--- config.mk ---
export PLATFORM = sky130hd
export DESIGN_NAME = sbsr_top
export DESIGN_NICKNAME = d
export VERILOG_FILES = /design/src/logic/sbsr_pkg.sv /design/src/logic/sbsr_reduce.sv /design/src/logic/sbsr_top.sv
export SDC_FILE = /design/constraint.sdc
export NUM_CORES = 1
export LEC_CHECK = 0
export ABC_AREA = 1
export ABC_CLOCK_PERIOD_IN_PS = 1200
export BUFFER_PORTS_ARGS = -buffer_cell sky130_fd_sc_hd__clkbuf_2
export CORE_ASPECT_RATIO = 1.5
export CORE_MARGIN = 8
export CORE_UTILIZATION = 36
export DETAILED_ROUTE_END_ITERATION = 6
export PLACE_DENSITY = 0.8
export SLEW_MARGIN = 20
export SYNTH_ARGS = -nofsm -noshare
export SYNTH_HDL_FRONTEND = slang
export SYNTH_SLANG_ARGS = --single-unit
--- constraint.sdc ---
create_clock -name CLK_I -period 1.2 [get_ports CLK_I]
set_input_delay 0.18 -clock CLK_I [delete_from_list [all_inputs] [get_ports CLK_I]]
set_output_delay 0.18 -clock CLK_I [all_outputs]
set_load 0.02 [all_outputs]
--- src/logic/sbsr_pkg.sv ---
package sbsr_pkg;

  // Status byte field positions.
  localparam int unsigned ERRQ_BIT = 2;
  localparam int unsigned QUES_BIT = 3;
  localparam int unsigned MESSAGE_AVAILABLE_BIT = 4;
  localparam int unsigned EVENT_SUMMARY_BIT     = 5;
  localparam int unsigned MASTER_SUMMARY_BIT    = 6;
  localparam int unsigned OPER_BIT = 7;

  // Reset values.
  localparam logic [7:0]  MASK_RESET      = 8'h00;
  localparam logic [7:0]  STATUS_RESET    = 8'h00;
  localparam logic [15:0] LOWER_EN_RESET  = 16'h0000;

  // Bits of the status byte that feed the request summary.
  localparam logic [7:0]  SUMMARY_BITS    = 8'hBC;

  // Lower register width.
  localparam int unsigned LOWER_W = 16;

  typedef enum logic [1:0] {
    SBSR_CMD_NONE,
    SBSR_CMD_MASK_WR,
    SBSR_CMD_MASK_RD,
    SBSR_CMD_STATUS_RD
  } sbsr_cmd_t;

endpackage

--- src/logic/sbsr_reduce.sv ---
module sbsr_reduce (
  // Event bits and their enables.
  input  wire logic [15:0] event_i,
  input  wire logic [15:0] enable_i,
  // Summary.
  output logic             sum_o
);

  assign sum_o = |(event_i & enable_i);

endmodule

--- src/logic/sbsr_top.sv ---
module sbsr_top (
  // Clock and reset.
  input  wire logic        CLK_I,
  input  wire logic        SRST_I,
  // Command port from the remote interface parser.
  input  wire logic [1:0]  CMD_I,
  input  wire logic [7:0]  CMD_DATA_I,
  input  wire logic        SERIAL_POLL_I,
  // Lower level registers.
  input  wire logic [15:0] QUES_EVENT_I,
  input  wire logic [15:0] QUES_ENABLE_I,
  input  wire logic [15:0] OPER_EVENT_I,
  input  wire logic [15:0] OPER_ENABLE_I,
  input  wire logic [7:0]  STANDARD_EVENT_REGISTER_I,
  input  wire logic [7:0]  STANDARD_EVENT_ENABLE_I,
  // Error queue and output buffer.
  input  wire logic        ERRQ_NOT_EMPTY_I,
  input  wire logic        ERRQ_PUSH_I,
  input  wire logic        OUTBUF_NOT_EMPTY_I,
  // Answers and service request.
  output logic [7:0]       RESP_DATA_O,
  output logic             RESP_VALID_O,
  output logic [7:0]       STATUS_SUMMARY_BYTE_O,
  output logic [7:0]       REQUEST_ENABLE_MASK_O,
  output logic             SERVICE_REQUEST_O,
  output logic             SRQ_PULSE_O
);

  ////////////////////////////////////////////////////////////////////////////

  typedef struct packed {
    logic [7:0] mask;
    logic [7:0] status;
    logic [7:0] resp;
    logic       resp_valid;
    logic       srq;
    logic       srq_pulse;
  } sbsr_state_t;

  sbsr_state_t state_q;
  sbsr_state_t state_d;

  logic ques_sum;
  logic oper_sum;
  logic std_event_sum;

  sbsr_reduce u_ques (
    .event_i  (QUES_EVENT_I),
    .enable_i (QUES_ENABLE_I),
    .sum_o    (ques_sum)
  );

  sbsr_reduce u_oper (
    .event_i  (OPER_EVENT_I),
    .enable_i (OPER_ENABLE_I),
    .sum_o    (oper_sum)
  );

  // The standard event register is 8 bits; the upper half is padded with zero.
  sbsr_reduce u_std_event (
    .event_i  ({8'h00, STANDARD_EVENT_REGISTER_I}),
    .enable_i ({8'h00, STANDARD_EVENT_ENABLE_I}),
    .sum_o    (std_event_sum)
  );

  ////////////////////////////////////////////////////////////////////////////

  logic [7:0] base;
  logic [7:0] armed;
  logic [7:0] rising;
  logic       master_summary;
  logic       err_entry;

  always_comb begin
    base = sbsr_pkg::STATUS_RESET;
    base[sbsr_pkg::ERRQ_BIT] = ERRQ_NOT_EMPTY_I | ERRQ_PUSH_I;
    base[sbsr_pkg::QUES_BIT] = ques_sum;
    base[sbsr_pkg::MESSAGE_AVAILABLE_BIT] = OUTBUF_NOT_EMPTY_I;
    base[sbsr_pkg::EVENT_SUMMARY_BIT]     = std_event_sum;
    base[sbsr_pkg::OPER_BIT] = oper_sum;
    armed = base & state_q.mask & sbsr_pkg::SUMMARY_BITS;
    master_summary = |armed;
    rising = armed & ~(state_q.status & state_q.mask);
    // A push while the queue is already non-empty gives no edge, so it is
    // treated as its own request event when the error bit is enabled.
    err_entry = ERRQ_PUSH_I & state_q.mask[sbsr_pkg::ERRQ_BIT];
  end

  always_comb begin
    state_d = state_q;
    state_d.status = base;
    state_d.status[sbsr_pkg::MASTER_SUMMARY_BIT] = master_summary;
    state_d.srq = master_summary;
    state_d.srq_pulse = (|rising) | err_entry;
    state_d.resp_valid = 1'b0;
    if (CMD_I == sbsr_pkg::SBSR_CMD_MASK_WR) begin
      state_d.mask = CMD_DATA_I;
    end
    // Reads only copy; nothing in the status path is cleared by them.
    if (CMD_I == sbsr_pkg::SBSR_CMD_MASK_RD) begin
      state_d.resp = state_q.mask;
      state_d.resp_valid = 1'b1;
    end else if (CMD_I == sbsr_pkg::SBSR_CMD_STATUS_RD || SERIAL_POLL_I) begin
      state_d.resp = state_q.status;
      state_d.resp_valid = 1'b1;
    end
  end

  always_ff @(posedge CLK_I) begin
    if (SRST_I) begin
      state_q <= '0;
      state_q.mask <= sbsr_pkg::MASK_RESET;
    end else begin
      state_q <= state_d;
    end
  end

  ////////////////////////////////////////////////////////////////////////////

  assign RESP_DATA_O           = state_q.resp;
  assign RESP_VALID_O          = state_q.resp_valid;
  assign STATUS_SUMMARY_BYTE_O = state_q.status;
  assign REQUEST_ENABLE_MASK_O = state_q.mask;
  assign SERVICE_REQUEST_O     = state_q.srq;
  assign SRQ_PULSE_O           = state_q.srq_pulse;

endmodule

**Yosys cells after proc, flatten, opt, wreduce, memory -nomap -nowiden**

Cells that the tools add are included.
W data, S select, Z words.

- Bitwise gates (word level): 10
- Divide/modulo/power cells: 0
- $lt $le $gt $ge: 0
- Reduce and logical (&&, ||, !) cells: 7
- Multiplexer cells: 2
- $mul: 0
- Add/sub/neg operators: 0
- Shift operators: 0
- Equal/unequal tests: 3

Operator list:

| kind | number |
|---|---|
| $reduce_or A16 Y1 | 3 |
| $and A16 B16 Y16 | 2 |
| $and A8 B8 Y8 | 4 |
| $mux W9 | 2 |
| $not A8 Y8 | 1 |
| $reduce_or A8 Y1 | 1 |
| $reduce_or A5 Y1 | 1 |
| $eq A2 B2 Y1 const B | 2 |
| $eq A2 B1 Y1 const B | 1 |
| $or A1 B1 Y1 | 2 |
| $reduce_bool A2 Y1 | 1 |
| $and A1 B1 Y1 | 1 |
| $logic_or A1 B1 Y1 | 1 |

- Register bits after elaboration: 27
- Memory bits (writable): 0
- Latch bits: 0
- Word-level logic and storage cells: 29
- Memories: 0
- Memory bits (read-only): 0
- Output and inout port bits: 27
- Bits of input ports: 96

**Logic depth before layout (Yosys ltp)**

Gate-level depths: netlist of run 1.

- Depth in word-level cells: 6
- Gate-level depth with buffers: 10

**Modules after synthesis**

A second synthesis of run 1 with hierarchy kept.

- Cell total of the unflattened synthesis: 252
- Area, all modules: 1441.4 um^2

By module, submodules not included:

| module | sequential area each (um^2) | times used | cells each | area an instance (um^2) |
|---|---|---|---|---|
| sbsr_top | 480.5 | 1 | 147 | 1039.7 |
| sbsr_reduce | 0.0 | 3 | 35 | 133.9 |

**Least setup slack after synthesis of run 1**

Ideal clock, no wire load.

- Path type: register to register
- Start point: register state_q (netlist bit STATUS_SUMMARY_BYTE_O[2])
- End point: register state_q (netlist bit SRQ_PULSE_O)
- Data arrival time: 0.911 ns
- Path buffers: 0
- Clock period less this slack: 1.020 ns
- Required time: 1.091 ns
- Path slack: 0.180 ns
- Stages on the path, launching flop included: 8
- Cells stage by stage: dfxtp_1 -> o21ai_0 -> a21oi_1 -> nand2_1 -> inv_1 -> nand3_1 -> nand2_1 -> inv_1

- Longest elaborated chain between the ends: 5

Ends and longest elaborated chain:

| element | line | source |
|---|---|---|
| start: declaration | sbsr_top.sv:40 | `sbsr_state_t state_q;` |
| start signal: assignment | sbsr_top.sv:114 | `state_q <= state_d;` |
| $and A8 B8 Y8 | sbsr_top.sv:83 | `rising = armed & ~(state_q.status & state_q.mask);` |
| $not A8 Y8 | sbsr_top.sv:83 |  |
| $and A8 B8 Y8 | sbsr_top.sv:83 |  |
| $reduce_or A8 Y1 | sbsr_top.sv:94 | `state_d.srq_pulse = (\|rising) \| err_entry;` |
| $or A1 B1 Y1 | sbsr_top.sv:94 |  |

No other way between the ends.
A chain may end at the register's enable or synchronous reset.

**Final worst setup path of run 1**

- Start point: register state_q (netlist bit REQUEST_ENABLE_MASK_O[4])
- End point: output port REQUEST_ENABLE_MASK_O[4]

RTL lines:

| element | line | source |
|---|---|---|
| end: declaration | sbsr_top.sv:24 | `output logic [7:0] REQUEST_ENABLE_MASK_O,` |

No word-level cell between the ends.

==> results of run 1 <==
[metrics by stage]
step	total power, mW	instances
floorplan	1.160	202
global placement	1.406	364
detailed placement	1.416	364
CTS	1.953	368
global route	2.046	368
finish	1.930	368
[critical path, cell delays in order (launching register included)]
cell and delay [ps]:
dfxtp_1 350, buf_4 120, clkbuf_2 160
[cell type report]
type / count / area, µm² / share of cell area (%)
Clock buffer: 4 / 55.05 / 2.799
Sequential cell: 24 / 480.5 / 24.43
Tap cell: 42 / 52.55 / 2.672
Timing Repair Buffer: 124 / 630.6 / 32.06
Inverter: 23 / 86.33 / 4.389
Multi-Input combinational cell: 151 / 661.9 / 33.65
[registers in the layout, summed over array words and instances (netlist names)]
name / count
RESP_VALID_O: 1
SRQ_PULSE_O: 1
RESP_DATA_O: 8
STATUS_SUMMARY_BYTE_O: 6
REQUEST_ENABLE_MASK_O: 8
[worst paths after layout]
check                                start  depth (start not counted)                       end
setup reg to reg  STATUS_SUMMARY_BYTE_O[2]                          7               SRQ_PULSE_O
hold reg to reg             RESP_DATA_O[0]                          2            RESP_DATA_O[0]
hold / removal          OUTBUF_NOT_EMPTY_I                          3  STATUS_SUMMARY_BYTE_O[4]
setup / recovery  REQUEST_ENABLE_MASK_O[4]                          2  REQUEST_ENABLE_MASK_O[4]
[report_power, final]
group	total [mW]	internal, mW	leakage [nW]	switching, mW
Combinational	0.505	0.233	0.947	0.272
Sequential	0.886	0.848	0.199	0.0376
Clock	0.539	0.292	0.0288	0.247
Total	1.93	1.37	1.17	0.556
[layer usage]
| layer | wire [µm] | up-vias |
|---|---|---|
| met5 | 0 | - |
| met2 | 2409 | 69 |
| li1 | - | 882 |
| met4 | 55 | 0 |
| met3 | 316 | 4 |
| met1 | 1598 | 697 |
[synthesized netlist by cell type, drive strengths merged]
master  count
a21oi      10
a31oi       5
buf         3
clkbuf      1
conb        1
dfxtp      24
inv        23
nand2      80
nand3      11
nand4       4
nor2       27
o21ai      11
o21bai      1
[kinds of logic after synthesis]
family | after synthesis | synth area share, %
AND/OR/NAND/NOR | 122 | 39.90
buffers and inverters | 27 | 8.999
AO/OA/AOI/OAI | 27 | 12.40
other | 1 | 0.2997
flip-flops | 24 | 38.40
==> impl_metrics.csv, run 1 <==
group,metric,value,unit
run_status,outcome,"finished, final reports clean",
placed_design,port_buffers,120,
synth,synth_cell_types,17,
global_routing,groute.usage.overall,15.14,%
detailed_routing,ant_nets,0,
worst_setup_path,end_kind,"primary output",
worst_setup_path,path_class,"flip-flop to primary output",
power_and_ir_drop,p_per_area,981.1,mW/mm²
detailed_routing,drc,0,
worst_setup_path,ff2ff_setup_slack,230,ps
sta,hold_ws,117.5,ps
cells_and_area,area_growth,57.20,%
job,cap_violations,0,
sta,setup_ws,127.9,ps
clock_tree,cts_setup_buffers,0,
sta,fin_crit_sh,89.34,%
worst_setup_path,start_kind,"flip-flop",
global_routing,grt_max_degree,15,
cells_and_area,fin_nets,423,
synth,syn_area,0.001251,mm²
clock_tree,cts_buffers,3,
worst_setup_path,cp.arrival,890,ps
cells_and_area,final_area,0.001967,mm²
sta,fin_crit,1072,ps
clock_tree,postCtsResizedCells,0,
synth,syn_inst,201,
sta,rsz0062_at_grt,"no",
cells_and_area,fin_util,58.14,%
detailed_routing,via_per_inst,4.489,
clock_tree,cts_root_buf,"clkbuf_8",
die,io_pins,123,
detailed_routing,wl,4380,µm
sta,report.final.slew_viol_count,0,
global_routing,grt_pass1_wl,7100,µm
placed_design,gp_congestion,0.8282,
die,die-area,0.005657,mm²
cells_and_area,drive_gt1_share,41.72,%
detailed_routing,first_pass_iters,4,
die,die_y,88.21,µm
synth,yosysTopAreaCell,"dfxtp_1",
worst_setup_path,critPathMaxFanout,3,
sta,setup_viol,0,
clock_tree,insertion_delay,260,ps
synth,synth-seq-cells,24,
detailed_routing,dr.first_iter.drc_count,31,
synth,yosysTopAreaCellShare,38.40,%
global_routing,grt-ovfl-total,0,
clock_tree,cts.clk_slew.worst_paths,80,ps
placed_design,place_hpwl,3921,µm
sta,fin_skew,2.234,ps
global_routing,busiest_layer,"met2",
global_routing,antenna_found_initial,0,
global_routing,use_met3,4.225,%
global_routing,use_met2,30.71,%
die,rows,26,
placed_design,dpl_cell_area,0.001912,mm²
clock_tree,cts_tree,"yes",
clock_tree,cts_htree_levels,1,
worst_setup_path,required,1020,ps
synth,seq_area_frac_synth,38.40,%
cells_and_area,mostFrequentLayoutCells,"clkbuf_2 (120), nand2_1 (80), dfxtp_1 (24), nor2_1 (24), inv_1 (19)",
global_routing,grt_util_met1,13.39,%
clock_tree,clk_path_buf_depth,2,
clock_tree,clock_sink_count,24,
power_and_ir_drop,p_leak,1.174,nW
clock_tree,cts_hold_buf,0,
sta,hold_violations,0,
cells_and_area,mostFrequentLayoutCell,"clkbuf_2",
min_path,hp-class,"input pin to flip-flop",
cells_and_area,num_antenna_cells,0,
synth,synth.avg_cell_area,6.225,µm²
synth,synthTopCellsByArea,"dfxtp_1 (38%), nand2_1 (24%), nor2_1 (7.2%)",
die,die_w,64.14,µm
synth,synth-warning-count,0,
die,initial_core_util,36.98,%
global_routing,grt_pass1_vias,1825,
die,coreArea,0.003383,mm²
sta,timing.fmax,932.8,MHz
placed_design,post-place-ws,145.8,ps
power_and_ir_drop,ir_drop,499.4,µV
detailed_routing,num_vias,1652,
detailed_routing,avgRoutedWirePerCell,11.90,µm
cells_and_area,nFillCells,370,
sta,finalSetupTns,0,ps
Note: power is estimated with default switching activity, not from simulation.
==> inputs of run 2 (changes only) <==
Settings changed: ABC_CLOCK_PERIOD_IN_PS 1200 to 1000, CELL_PAD_IN_SITES_DETAIL_PLACEMENT from default to 2, CELL_PAD_IN_SITES_GLOBAL_PLACEMENT from default to 2, CORE_UTILIZATION 36 to 15, PLACE_DENSITY 0.8 to default, PLACE_DENSITY_LB_ADDON from default to 0.1, SLEW_MARGIN 20 to default.
Clock period 1.2 ns to 1 ns, I/O delays scaled along.
==> run 2 against run 1 <==
  * Register-to-register slack lost 170 ps
  * Core utilization shrank 31 points
  * Sequential power is 21% higher
  * Critical path depth is the same
  * Clock skew about the same
  * Highest routed layer unchanged
  * Global-route usage is 4.7 points lower
  * Total power is 41% higher
  * Final cell count increased by 20%
==> impl_metrics.csv, run 2 (synthesis gave the netlist of run 1 again) <==
group,metric,value,unit
run_status,outcome,"finished, final reports clean",
worst_setup_path,slowest_delay,330,ps
cells_and_area,stdcell_count,441,
die,rows,41,
worst_setup_path,critPathTopFamily,"flip-flops",
worst_setup_path,required,850,ps
clock_tree,cts.clk_slew.worst_paths,60,ps
worst_setup_path,reg2reg_from,"STATUS_SUMMARY_BYTE_O[2]",
global_routing,grt_pass1_wl,9984,µm
detailed_routing,ant_nets,0,
worst_setup_path,start_kind,"flip-flop",
placed_design,gp_congestion,0.6799,
worst_setup_path,critPathMaxFanout,3,
clock_tree,insertion_delay,260,ps
die,io_pins,123,
power_and_ir_drop,p_per_area,1217,mW/mm²
job,cap_violations,0,
placed_design,place_hpwl,5417,µm
placed_design,dp_cells,436,
sta,rsz0062_at_grt,"yes",
die,die_w,90.57,µm
cells_and_area,fin_nets,431,
global_routing,use_met2,19.59,%
global_routing,antenna_found_initial,0,
worst_setup_path,crit_start,"REQUEST_ENABLE_MASK_O[4]",
sta,setup_viol,0,
detailed_routing,dr.first_iter.drc_count,37,
worst_setup_path,ff2ff_path_depth,7,
worst_setup_path,end_kind,"primary output",
cells_and_area,drive_gt1_share,47.90,%
global_routing,busiest_layer,"met2",
power_and_ir_drop,power,2.716,mW
clock_tree,cts_htree_levels,1,
sta,report.final.slew_viol_count,0,
cells_and_area,num_antenna_cells,0,
global_routing,grt_max_degree,15,
clock_tree,clk_path_buf_depth,2,
clock_tree,clock_sink_count,24,
cells_and_area,mostFrequentLayoutCell,"clkbuf_2",
detailed_routing,avgRoutedWirePerCell,13.55,µm
die,coreArea,0.008259,mm²
global_routing,groute.usage.overall,10.48,%
placed_design,port_buffers,120,
die,die_y,127.9,µm
sta,finalSetupTns,0,ps
clock_tree,cts_root_buf,"clkbuf_16",
sta,timing.fmax,1026,MHz
detailed_routing,wl,5977,µm
worst_setup_path,r2r-end,"SRQ_PULSE_O",
sta,fin_crit_sh,97.43,%
worst_setup_path,crit_chain,"buf_6 > buf_8",
global_routing,use_met3,3.751,%
worst_setup_path,cp.arrival,820,ps
worst_setup_path,path_class,"flip-flop to primary output",
sta,fin_crit,974.3,ps
clock_tree,cts_hold_buf,0,
cells_and_area,mostFrequentLayoutCells,"clkbuf_2 (110), nand2_1 (78), nor2_1 (23), inv_1 (19), dfxtp_1 (14)",
global_routing,grt_pass1_vias,2121,
clock_tree,cts_tree,"yes",
sta,hold_violations,0,
die,initial_core_util,15.15,%
worst_setup_path,worst-path-buf-inv,2,
cells_and_area,multi_input_area,680.7,µm²
worst_setup_path,slowest_stage,"dfxtp_2",
detailed_routing,first_pass_iters,4,
cells_and_area,nFillCells,1060,
detailed_routing,via_per_inst,4.039,
sta,hold_ws,105.8,ps
clock_tree,cts_buffers,3,
detailed_routing,num_vias,1781,
global_routing,grt-ovfl-total,0,
cells_and_area,area_growth,78.40,%
worst_setup_path,ff2ff_setup_slack,60,ps
power_and_ir_drop,p_leak,1.249,nW
min_path,hp-class,"input pin to flip-flop",
worst_setup_path,crit_end,"REQUEST_ENABLE_MASK_O[4]",
worst_setup_path,path_depth,2,
sta,fin_skew,2.019,ps
global_routing,grt_util_met1,10.36,%
cells_and_area,register_area,495.5,µm²
detailed_routing,drc,0,
power_and_ir_drop,ir_drop,500.8,µV
die,die-area,0.01158,mm²
run 2: per-layer routing:
metal / wire length, µm / vias to the layer above
li1: - / 893
met5: 0 / -
met4: 54 / 0
met2: 3246 / 66
met1: 2135 / 820
met3: 540 / 2
run 2: what timing repair did:
item / in CTS / in global routing
cloned: 0 / 0
pin swaps: 3 / 4
buffers inserted: 1 / 0
resized for setup: 23 / 16
endpoints found under the setup margin: 11 / 7
run 2: worst min path at each step:
stage | slack, ps | depth (start not counted) | to | from
3_3_place_gp | 370 | 3 | STATUS_SUMMARY_BYTE_O[4] | OUTBUF_NOT_EMPTY_I
2_1_floorplan | 220 | 1 | RESP_DATA_O[3] | SRST_I
5_1_grt | 100 | 3 | STATUS_SUMMARY_BYTE_O[4] | OUTBUF_NOT_EMPTY_I
3_5_place_dp | 380 | 3 | STATUS_SUMMARY_BYTE_O[4] | OUTBUF_NOT_EMPTY_I
4_1_cts | 100 | 3 | STATUS_SUMMARY_BYTE_O[4] | OUTBUF_NOT_EMPTY_I
6_report | 110 | 3 | STATUS_SUMMARY_BYTE_O[4] | OUTBUF_NOT_EMPTY_I
run 2: where the power goes:
part	internal (mW)	switching [mW]	total, mW
Sequential	1.02	0.0509	1.07
Clock	0.611	0.338	0.950
Combinational	0.332	0.360	0.692
Total	1.97	0.749	2.72
run 2: cell type report:
type                            instances  share of cell area (%)
Timing Repair Buffer                  132                   33.46
Clock buffer                            4                   3.980
Sequential cell                        24                   22.20
Inverter                               23                   3.868
Tap cell                              107                   5.998
Multi-Input combinational cell        151                   30.49
run 2: tightest hold or removal path, delay by kind of cell:
kind,cells,cell delay [ps]
buffers and inverters,2,150
and+or+nand+nor,1,30
run 2: stage by stage:
| stage | instance area (µm²) | utilization, % | setup slack (ps) |
|---|---|---|---|
| after CTS | 2206 | 26.71 | -8.831 |
| after global routing | 2232 | 27.03 | -26.47 |
| after detailed placement | 2047 | 24.78 | -114.2 |
| after global placement | 2047 | 24.78 | -73.93 |
| final | 2232 | 27.03 | 25.69 |
| after floorplan | 1256 | - | 32.43 |
